`src/logic/lpc_pkg.sv`:
```
package lpc_pkg;
	// ****************************************
	// Geometry and link
	// ****************************************
	localparam int CLK_MHZ   = 100;
	localparam int NUM_BANKS = 8;
	localparam int PB_BANKS  = 8;
	localparam int CA_W      = 10;
	localparam int BA_W      = 3;
	localparam int TW        = 12;
	localparam int CK_HALF   = 4;
	localparam int BA_LSB    = 7;
	localparam int AB_BIT    = 4;
	localparam int AP_BIT    = 0;

	// ****************************************
	// First-half opcodes on ca[3:0]
	// ****************************************
	localparam logic [3:0] OP_MRW   = 4'h0;
	localparam logic [3:0] OP_MRR   = 4'h8;
	localparam logic [3:0] OP_REFPB = 4'h4;
	localparam logic [3:0] OP_REFAB = 4'hc;
	localparam logic [3:0] OP_PRE   = 4'hb;
	localparam logic [3:0] OP_BST   = 4'h3;
	localparam logic [1:0] OP_ACT   = 2'h2;
	localparam logic [2:0] OP_WR    = 3'h1;
	localparam logic [2:0] OP_RD    = 3'h5;
	localparam logic [7:0] MA_RESET = 8'h3f;

	// ****************************************
	// Timing
	// ****************************************
	localparam int T_RCD_NS   = 18;
	localparam int T_RP_NS    = 18;
	localparam int T_RFCPB_NS = 90;
	localparam int T_RFCAB_NS = 130;
	localparam int T_MRR_NS   = 20;
	localparam int T_MRW_NS   = 50;
	localparam int T_BURST_NS = 160;
	localparam int T_XP_NS    = 8;
	localparam int T_XSR_NS   = 140;
	localparam int T_INIT5_NS = 10000;
	localparam logic [TW-1:0] C_RCD   = TW'((T_RCD_NS * CLK_MHZ + 999) / 1000);
	localparam logic [TW-1:0] C_RP    = TW'((T_RP_NS * CLK_MHZ + 999) / 1000);
	localparam logic [TW-1:0] C_RFCPB = TW'((T_RFCPB_NS * CLK_MHZ + 999) / 1000);
	localparam logic [TW-1:0] C_RFCAB = TW'((T_RFCAB_NS * CLK_MHZ + 999) / 1000);
	localparam logic [TW-1:0] C_MRR   = TW'((T_MRR_NS * CLK_MHZ + 999) / 1000);
	localparam logic [TW-1:0] C_MRW   = TW'((T_MRW_NS * CLK_MHZ + 999) / 1000);
	localparam logic [TW-1:0] C_BURST = TW'((T_BURST_NS * CLK_MHZ + 999) / 1000);
	localparam logic [TW-1:0] C_XP    = TW'((T_XP_NS * CLK_MHZ + 999) / 1000);
	localparam logic [TW-1:0] C_XSR   = TW'((T_XSR_NS * CLK_MHZ + 999) / 1000);
	localparam logic [TW-1:0] C_INIT5 = TW'((T_INIT5_NS * CLK_MHZ + 999) / 1000);
	localparam logic [TW-1:0] C_CKP   = TW'(2 * CK_HALF);

	// ****************************************
	// Types
	// ****************************************
	typedef enum logic [3:0] {
		CMD_NOP, CMD_MRW, CMD_MRR, CMD_REF_PB, CMD_REF_AB, CMD_ACT, CMD_WR,
		CMD_RD, CMD_PRE, CMD_BST, CMD_SREF, CMD_DPD, CMD_PD, CMD_PD_EXIT
	} lpc_cmd_t;
	typedef enum logic [3:0] {
		S_PWRON, S_RST, S_NORM, S_ACT_PD, S_IDLE_PD, S_RST_PD, S_SREF, S_DPD, S_BUSY
	} lpc_dev_t;
	typedef enum logic [2:0] {
		B_IDLE, B_OPEN, B_ACT, B_RD, B_WR, B_PRE, B_REF
	} lpc_bank_t;
endpackage

```
`src/logic/lpc_link_if.sv`:
```
`timescale 1ns/10ps
interface lpc_link_if;
	logic                     ck;
	logic                     cke;
	logic                     cs_n;
	logic [lpc_pkg::CA_W-1:0] ca;
	modport ctrl (output ck, output cke, output cs_n, output ca);
	modport dev  (input ck, input cke, input cs_n, input ca);
endinterface

```
`src/logic/lpc_dev.sv`:
```
`timescale 1ns/10ps
// Function
// RULE1: Commands decoded from CS, CA0-3, CKE at rise
// RULE2: Three bank bits choose the bank
// RULE3: Auto-precharge bit precharges bank after burst
// RULE4: Self refresh, deep power down exit asynchronous
// RULE5: Per-bank refresh only with eight banks
// RULE6: Column bit zero implied zero
// RULE7: CKE low twice keeps low-power state
// RULE8: CKE rise leaves active or idle power down
// RULE9: Resetting power down exit checks init interval
// RULE10: Deep power down exit goes to power on
// RULE11: After self refresh exit, NOPs for tXSR
// RULE12: After power-down exit, NOPs for tXP
// RULE13: Banks active, CKE fall: active power down
// RULE14: All idle, CKE fall: idle power down
// RULE15: CKE fall with command: self refresh, DPD
// RULE16: Resetting, CKE fall: resetting power down
// RULE17: Idle commands move to their own states
// RULE18: Row active: read, write, MRR, precharge
// RULE19: Reading: read, write, terminate to active
// RULE20: Writing: write, read, terminate to active
// RULE21: Reset starts init; MRR while resetting
// RULE22: Bank idle/active only after timing met
module lpc_dev
	import lpc_pkg::*;
(
	input  wire logic          core_clk_i,
	input  wire logic          rst_i,
	lpc_link_if.dev            link,
	output lpc_dev_t           dev_state_o,
	output logic [NUM_BANKS-1:0] bank_active_o,
	output logic [NUM_BANKS-1:0] bank_idle_o,
	output logic               cmd_stb_o,
	output lpc_cmd_t           cmd_o,
	output logic [BA_W-1:0]    ba_o,
	output logic [14:0]        row_o,
	output logic [11:0]        col_o,
	output logic               ap_o,
	output logic [7:0]         ma_o,
	output logic [7:0]         op_o
);
	// ****************************************
	// Pin synchroniser and edge detect
	// ****************************************
	logic [CA_W+2:0] sy1;
	logic [CA_W+2:0] sy2;
	logic            ck_s;
	logic            cke_s;
	logic            cs_s;
	logic [CA_W-1:0] ca_s;
	logic            ck_d;
	logic            rise;
	logic            fall;

	always_ff @(posedge core_clk_i) begin
		sy1 <= {link.ck, link.cke, link.cs_n, link.ca};
		sy2 <= sy1;
	end
	assign {ck_s, cke_s, cs_s, ca_s} = sy2;
	assign rise = ck_s & ~ck_d;
	assign fall = ~ck_s & ck_d;

	// ****************************************
	// Command decode
	// ****************************************
	logic [CA_W-1:0] h1;
	lpc_cmd_t        dcmd;
	logic [7:0]      ma;

	assign ma = {ca_s[1:0], h1[9:4]};
	always_comb begin
		dcmd = CMD_NOP;
		if (h1[1:0] == OP_ACT) begin
			dcmd = CMD_ACT;
		end else if (h1[2:0] == OP_WR) begin
			dcmd = CMD_WR;
		end else if (h1[2:0] == OP_RD) begin
			dcmd = CMD_RD;
		end else if (h1[3:0] == OP_MRW) begin
			dcmd = CMD_MRW;
		end else if (h1[3:0] == OP_MRR) begin
			dcmd = CMD_MRR;
		end else if (h1[3:0] == OP_REFPB) begin
			dcmd = CMD_REF_PB;
		end else if (h1[3:0] == OP_REFAB) begin
			dcmd = CMD_REF_AB;
		end else if (h1[3:0] == OP_PRE) begin
			dcmd = CMD_PRE;
		end else if (h1[3:0] == OP_BST) begin
			dcmd = CMD_BST;
		end
	end

	// ****************************************
	// Device state
	// ****************************************
	logic            cke_p, next_cke_p, next_ck_d, pend, next_pend;
	logic [CA_W-1:0] next_h1;
	lpc_dev_t        st, next_st, ret, next_ret;
	logic [TW-1:0]   gtmr, next_gtmr, itmr, next_itmr;
	logic [BA_W-1:0] last_ba, next_last_ba;
	logic            next_stb, next_ap;
	lpc_cmd_t        next_cmd;
	logic [BA_W-1:0] next_ba;
	logic [14:0]     next_row;
	logic [11:0]     next_col;
	logic [7:0]      next_ma, next_op;
	logic            all_idle, exe, bk_go, bk_rst;
	logic [BA_W-1:0] bk_ba;

	assign all_idle = &bank_idle_o;
	assign exe      = fall & pend;

	always_comb begin
		next_ck_d    = ck_s;
		next_cke_p   = cke_p;
		next_h1      = h1;
		next_pend    = pend;
		next_st      = st;
		next_ret     = ret;
		next_gtmr    = (gtmr != '0) ? gtmr - 1'b1 : gtmr;
		next_itmr    = (itmr != '0) ? itmr - 1'b1 : itmr;
		next_last_ba = last_ba;
		next_stb     = 1'b0;
		next_cmd     = cmd_o;
		next_ba      = ba_o;
		next_row     = row_o;
		next_col     = col_o;
		next_ap      = ap_o;
		next_ma      = ma_o;
		next_op      = op_o;
		bk_go        = 1'b0;
		bk_rst       = 1'b0;
		bk_ba        = (dcmd == CMD_BST) ? last_ba : h1[BA_LSB +: BA_W];
		case (st)
			S_SREF: if (cke_s && cs_s) next_st = S_NORM;                    // RULE4
			S_DPD: if (cke_s && cs_s) next_st = S_PWRON;                    // RULE10
			S_BUSY: if (gtmr == '0) next_st = ret;
			S_RST: if (itmr == '0) next_st = S_NORM;
			default: ;
		endcase
		if (rise) begin
			next_cke_p = cke_s;
			next_h1    = ca_s;
			next_pend  = cke_p && cke_s && !cs_s && (st inside {S_PWRON, S_RST, S_NORM}); // RULE1 RULE7
			if (cke_p && !cke_s) begin
				if (st == S_NORM && cs_s) begin
					next_st = all_idle ? S_IDLE_PD : S_ACT_PD;              // RULE13 RULE14
				end else if (st == S_NORM && all_idle && !cs_s && ca_s[3:0] == OP_REFPB) begin
					next_st = S_SREF;                                       // RULE15
				end else if (st == S_NORM && all_idle && !cs_s && ca_s[3:0] == OP_BST) begin
					next_st = S_DPD;                                        // RULE15
				end else if (st == S_RST && cs_s) begin
					next_st = S_RST_PD;                                     // RULE16
				end
			end else if (!cke_p && cke_s && cs_s) begin
				if (st == S_ACT_PD || st == S_IDLE_PD) begin
					next_st = S_NORM;                                       // RULE8
				end else if (st == S_RST_PD) begin
					next_st = (itmr == '0) ? S_NORM : S_RST;                // RULE9
				end
			end
		end
		if (exe) begin
			next_pend = 1'b0;
			next_stb  = 1'b1;
			next_cmd  = dcmd;
			next_ba   = bk_ba;                                              // RULE2
			next_row  = {ca_s[9:8], h1[6:2], ca_s[7:0]};
			next_col  = {ca_s[9:1], h1[6:5], 1'b0};                         // RULE6
			next_ap   = ca_s[AP_BIT];
			next_ma   = ma;
			next_op   = ca_s[9:2];
			if (dcmd == CMD_MRW && ma == MA_RESET) begin
				next_st   = S_RST;                                          // RULE17 RULE21
				next_itmr = C_INIT5;
				bk_rst    = 1'b1;
			end else if (dcmd == CMD_MRR && st != S_PWRON) begin
				next_st   = S_BUSY;                                         // RULE17 RULE18 RULE21
				next_ret  = st;
				next_gtmr = C_MRR;
			end else if (st == S_NORM) begin
				bk_go = 1'b1;
				if (dcmd == CMD_MRW) begin
					next_st   = S_BUSY;                                     // RULE17
					next_ret  = S_NORM;
					next_gtmr = C_MRW;
				end else if (dcmd == CMD_REF_AB && all_idle) begin
					next_st   = S_BUSY;                                     // RULE17
					next_ret  = S_NORM;
					next_gtmr = C_RFCAB;
				end else if (dcmd == CMD_RD || dcmd == CMD_WR) begin
					next_last_ba = bk_ba;
				end
			end
		end
	end

	always_ff @(posedge core_clk_i) begin
		if (rst_i) begin
			ck_d    <= 1'b0;
			cke_p   <= 1'b0;
			h1      <= '1;
			pend    <= 1'b0;
			st      <= S_PWRON;
			ret     <= S_NORM;
			gtmr    <= '0;
			itmr    <= '0;
			last_ba <= '0;
			cmd_stb_o <= 1'b0;
			cmd_o   <= CMD_NOP;
			ba_o    <= '0;
			row_o   <= '0;
			col_o   <= '0;
			ap_o    <= 1'b0;
			ma_o    <= '0;
			op_o    <= '0;
		end else begin
			ck_d    <= next_ck_d;
			cke_p   <= next_cke_p;
			h1      <= next_h1;
			pend    <= next_pend;
			st      <= next_st;
			ret     <= next_ret;
			gtmr    <= next_gtmr;
			itmr    <= next_itmr;
			last_ba <= next_last_ba;
			cmd_stb_o <= next_stb;
			cmd_o   <= next_cmd;
			ba_o    <= next_ba;
			row_o   <= next_row;
			col_o   <= next_col;
			ap_o    <= next_ap;
			ma_o    <= next_ma;
			op_o    <= next_op;
		end
	end
	assign dev_state_o = st;

	// ****************************************
	// Per-bank state
	// ****************************************
	for (genvar gi = 0; gi < NUM_BANKS; gi++) begin : g_bank
		lpc_bank_t     bs, next_bs;
		logic [TW-1:0] bt, next_bt;
		logic          bap, next_bap;
		logic          hit;

		assign hit = (bk_ba == BA_W'(gi));
		always_comb begin
			next_bs  = bs;
			next_bt  = (bt != '0) ? bt - 1'b1 : bt;
			next_bap = bap;
			if (bt == '0) begin
				case (bs)
					B_OPEN: next_bs = B_ACT;                                // RULE22
					B_PRE, B_REF: next_bs = B_IDLE;                         // RULE22
					B_RD, B_WR: begin
						next_bs = bap ? B_PRE : B_ACT;                      // RULE3
						next_bt = bap ? C_RP : '0;
					end
					default: ;
				endcase
			end
			if (bk_go) begin
				case (dcmd)
					CMD_ACT: if (hit && bs == B_IDLE) begin
						next_bs = B_OPEN;                                   // RULE17
						next_bt = C_RCD;
					end
					CMD_RD, CMD_WR: if (hit && bs inside {B_ACT, B_RD, B_WR}) begin
						next_bs  = (dcmd == CMD_RD) ? B_RD : B_WR;          // RULE18 RULE19 RULE20
						next_bt  = C_BURST;
						next_bap = ca_s[AP_BIT];
					end
					CMD_BST: if (hit && bs inside {B_RD, B_WR} && !bap) begin
						next_bs = B_ACT;                                    // RULE19 RULE20
						next_bt = '0;
					end
					CMD_PRE: if ((hit || h1[AB_BIT]) && bs inside {B_IDLE, B_ACT, B_PRE}) begin
						next_bs = B_PRE;                                    // RULE17 RULE18
						next_bt = C_RP;
					end
					CMD_REF_PB: if (hit && bs == B_IDLE && NUM_BANKS == PB_BANKS) begin
						next_bs = B_REF;                                    // RULE17
						next_bt = C_RFCPB;
					end
					default: ;
				endcase
			end
			if (bk_rst) begin
				next_bs  = B_IDLE;
				next_bt  = '0;
				next_bap = 1'b0;
			end
		end
		always_ff @(posedge core_clk_i) begin
			if (rst_i) begin
				bs  <= B_IDLE;
				bt  <= '0;
				bap <= 1'b0;
			end else begin
				bs  <= next_bs;
				bt  <= next_bt;
				bap <= next_bap;
			end
		end
		assign bank_active_o[gi] = (bs == B_ACT);
		assign bank_idle_o[gi]   = (bs == B_IDLE);
	end
endmodule // lpc_dev

```
`src/flat_wrapper.sv`:
```
// flat-port wrapper written by rule: the top's interface ports become plain ports
module lpc_dev_flat import lpc_pkg::*;
  (core_clk_i, rst_i, dev_state_o, bank_active_o, bank_idle_o, cmd_stb_o, cmd_o, ba_o, row_o, col_o, ap_o, ma_o, op_o, link_ck, link_cke, link_cs_n, link_ca);
  lpc_link_if link_i ();
  input  wire logic core_clk_i;
  input  wire logic rst_i;
  output lpc_dev_t dev_state_o;
  output logic [NUM_BANKS-1:0] bank_active_o;
  output logic [NUM_BANKS-1:0] bank_idle_o;
  output logic cmd_stb_o;
  output lpc_cmd_t cmd_o;
  output logic [BA_W-1:0] ba_o;
  output logic [14:0] row_o;
  output logic [11:0] col_o;
  output logic ap_o;
  output logic [7:0] ma_o;
  output logic [7:0] op_o;
  input wire logic [$bits(link_i.ck)-1:0] link_ck;
  input wire logic [$bits(link_i.cke)-1:0] link_cke;
  input wire logic [$bits(link_i.cs_n)-1:0] link_cs_n;
  input wire logic [$bits(link_i.ca)-1:0] link_ca;
  assign link_i.ck = link_ck;
  assign link_i.cke = link_cke;
  assign link_i.cs_n = link_cs_n;
  assign link_i.ca = link_ca;
  lpc_dev u_core (.core_clk_i(core_clk_i), .rst_i(rst_i), .link(link_i), .dev_state_o(dev_state_o), .bank_active_o(bank_active_o), .bank_idle_o(bank_idle_o), .cmd_stb_o(cmd_stb_o), .cmd_o(cmd_o), .ba_o(ba_o), .row_o(row_o), .col_o(col_o), .ap_o(ap_o), .ma_o(ma_o), .op_o(op_o));
endmodule
```
`config.mk`:
```
export PLATFORM = sky130hd
export DESIGN_NAME = lpc_dev_flat
export DESIGN_NICKNAME = d
export VERILOG_FILES = /design/src/logic/lpc_pkg.sv /design/src/logic/lpc_link_if.sv /design/src/logic/lpc_dev.sv /design/src/flat_wrapper.sv
export SDC_FILE = /design/constraint.sdc
export NUM_CORES = 1
export LEC_CHECK = 0
export BUFFER_PORTS_ARGS = -buffer_cell sky130_fd_sc_hd__clkbuf_2
export CELL_PAD_IN_SITES_DETAIL_PLACEMENT = 2
export CELL_PAD_IN_SITES_GLOBAL_PLACEMENT = 2
export CORE_ASPECT_RATIO = 0.5
export CORE_MARGIN = 2
export CORE_UTILIZATION = 25
export CTS_CLUSTER_SIZE = 10
export DETAILED_ROUTE_END_ITERATION = 8
export GPL_ROUTABILITY_DRIVEN = 0
export PLACE_DENSITY_LB_ADDON = 0.1
export SLEW_MARGIN = 20
export SYNTH_ARGS = -nofsm -noshare
export SYNTH_HDL_FRONTEND = slang
export SYNTH_SLANG_ARGS = --single-unit
```
`constraint.sdc`:
```
create_clock -name core_clk_i -period 2.78 [get_ports core_clk_i]
set_input_delay 0.556 -clock core_clk_i [delete_from_list [all_inputs] [get_ports core_clk_i]]
set_output_delay 0.556 -clock core_clk_i [all_outputs]
set_load 0.01 [all_outputs]
```
==> results_dict.tcl <==
set metrics [dict create \
    status "finished clean" \
    drive_gt1_share_pct 16.5 \
    fin_util_pct 30.4 \
    worst_slew_pin_slew_ns 1.01 \
    clock-sinks 228 \
    syn_nets 1779 \
    final_cell_mix "dfxtp_1 (227), nand2_1 (226), nor2_1 (178)" \
    cts_tree "done" \
    ir_drop_mv 0.417 \
    wl_per_cell_microns 22.5 \
    worst_clock_skew_ns 0.0164 \
    seq_area_sq_um 4570 \
    area_growth_pct 19.7 \
    die_w_microns 329 \
    synthDistinctLibCells 88 \
    nets 1907 \
    grt_start_max_net_pins 33 \
    setup_tns_ns 0 \
    rows 59 \
    timing.fmax_mhz 371 \
    grt_pass1_wl_microns 90700 \
    io_pins 87 \
    cellLeakagePower_nw 5.97 \
    die_y_microns 167 \
    slew_headroom_pct 32.3 \
    yosysSeqAreaShare_pct 34.6 \
    grt-ovfl-total 0 \
    numPortBuffers 85 \
    vias 13940 \
    vias_per_cell 5.40 \
    ys_ff_latch 228 \
    antenna_left 0 \
    netlist_instances 1744 \
    multi_input_area_sq_um 7980 \
    start_util_pct 25.4 \
    path_max_fanout 17 \
    top_layer "met4" \
    mostFrequentLayoutCell "dfxtp_1" \
    avgSynthCellArea_sq_um 7.57 \
    async_reset_ff_share_pct 0 \
    antenna_found_initial 0 \
    crit_type "register to register" \
    critPathLaunchType "register" \
    ys_warn_count 0 \
    hpwl_microns 43900 \
    clk_path_buf_depth 3 \
    period_minus_slack_ns 2.69 \
    dr_wl_met2_microns 26600 \
    post-route-cell-area_sq_um 15800 \
    drt-initial-drc-count 846 \
    numCtsBuffers 27 \
    setup_viol 0 \
    reg2reg_slack_ns 0.09 \
    worstPathArrival_ns 3.14 \
    synth_edf_count 0 \
    root_buffer "clkbuf_16" \
    holdWs_ns 0.0692 \
    clock_latency_ns 0.59 \
    dpl_cell_area_sq_um 15000 \
    h-tree-depth 1 \
    drc 0 \
    total_power_mw 14.3 \
    dr.pass1.iters 5 \
    powerDensity_nw_per_um2 907 \
    finalNonFillerCells 2582 \
    finalWorstSetupSlack_ns 0.0865 \
    hold_viol 0 \
    core_sq_um 52000 \
    clk_pin_slew_ns 0.06 \
    die-area_sq_um 54800 \
    pre_cts_slack_ns -0.0168 \
    cp.required_ns 3.22 \
    wirelength_microns 58000 \
    maxCapViolations 0 \
    place_inst 2540 \
    grt_pass1_vias 14912 \
    min_period_over_period_pct 96.9 \
    critPathCaptureType "register" \
    synth.cell_area_sq_um 13200 \
    min_path_type "primary input to register" \
    m1WireLength_microns 27800 \
    track_usage_pct 21.0 \
    n_fill_cell 6037 \
    rsz0062_at_grt "false" \
    synthFlopType "dfxtp_1" \
    drv_slew 0 \
    dr_wl_met3_microns 2530 \
]
==> layer usage <==
layer / GRT usage, % / vias to the layer above
met5: 0 / -
met3: 3.22 / 70
met2: 34.0 / 253
met1: 29.3 / 7078
li1: - / 6539
met4: 4.31 / 0
==> state kept, by name, summed over array words and instances, names as in the netlist, 4 cells and up <==
name                cells
u_core.itmr            12
u_core.ma_o             7
u_core.gtmr            12
u_core.g_bank.bs       24
u_core.h1              10
u_core.cmd_o            4
u_core.dev_state_o      4
u_core.g_bank.bap       8
u_core.g_bank.bt       96
u_core.sy1             13
u_core.op_o             8
u_core.sy2             13
u_core.ret              4
==> synthesized netlist by cell type (all sizes together) (5+ instances only) <==
cell type | instances | area, sq um
dfxtp | 228 | 4560
nand2 | 226 | 848
nor2 | 183 | 707
a21oi | 160 | 801
o21ai | 94 | 478
nor3 | 82 | 420
clkbuf | 70 | 263
nand3 | 55 | 275
buf | 50 | 310
inv | 41 | 154
nor4 | 41 | 278
or3 | 29 | 181
nand2b | 28 | 175
xnor2 | 28 | 245
a31oi | 23 | 144
nor2b | 23 | 144
a211oi | 20 | 150
ha | 20 | 250
nand4 | 20 | 125
xor2 | 20 | 175
mux2i | 19 | 190
nor3b | 17 | 133
o22ai | 17 | 106
or4 | 16 | 120
nand3b | 15 | 113
o31ai | 14 | 129
a22oi | 13 | 97.6
and3 | 13 | 81.3
o211ai | 13 | 97.6
and2 | 12 | 75.1
or2 | 12 | 75.1
and3b | 9 | 78.8
or3b | 9 | 78.8
a21o | 8 | 60.1
a221oi | 7 | 61.3
a22o | 7 | 61.3
a311oi | 7 | 67.6
mux2 | 7 | 78.8
nor4b | 7 | 61.3
o21a | 7 | 52.6
o2111ai | 5 | 43.8
o221ai | 5 | 43.8
==> critical path: stages (launching register included) <==
cell and delay [ns]:
dfxtp_1 0.31, or4b_1 0.77, a2111oi_4 0.43, buf_4 0.33
o211ai_1 0.15, buf_4 0.17, o21ai_4 0.26, nor3_1 0.11
==> cells by family (layout without fill, tap and decap cells) <==
family,after synthesis,after routing,synth area share [%]
other,1,2,0.0284
adder cells (fa/ha/maj),20,20,1.90
multiplexers,26,26,2.04
XOR/XNOR,48,48,3.18
AO/OA/AOI/OAI,450,450,21.8
flip-flops,228,228,34.6
buffers and inverters,161,297,5.51
AND/OR/NAND/NOR,810,810,31.0
==> worst paths after layout <==
kind                                                       start                                 end  depth (start not counted)
worst min-delay path                                  link_ca[4]               u_core.sy1[4]$_DFF_P_                          1
worst max-delay path            u_core.dev_state_o[0]$_SDFF_PP0_  u_core.g_bank[1].bt[11]$_SDFF_PP0_                          7
worst max register to register  u_core.dev_state_o[0]$_SDFF_PP0_  u_core.g_bank[1].bt[11]$_SDFF_PP0_                          7
worst min register to register             u_core.sy1[8]$_DFF_P_               u_core.sy2[8]$_DFF_P_                          0
==> final cells by class <==
type,count,area share (%)
Tap cell,701,5.55
Antenna cell,1,0.0158
Inverter,41,0.974
Clock buffer,36,4.68
Sequential cell,228,28.9
Clock inverter,1,0.127
Timing Repair Buffer,219,9.29
Multi-Input combinational cell,1355,50.5
==> power by group <==
part           switching, mW  internal [mW]  leakage [nW]
sequential             0.720           3.99          1.87
combinational           3.69           2.58          3.73
clock                   1.53           1.83         0.371
==> timing repair <==
action	4_1_cts	5_1_grt
setup endpoints to repair	1	49
pin swaps	1	2
resized for setup	0	6
buffers inserted	1	3
hold buffers	0	0
cloned	0	0
Power figures use the tool's default switching activity.
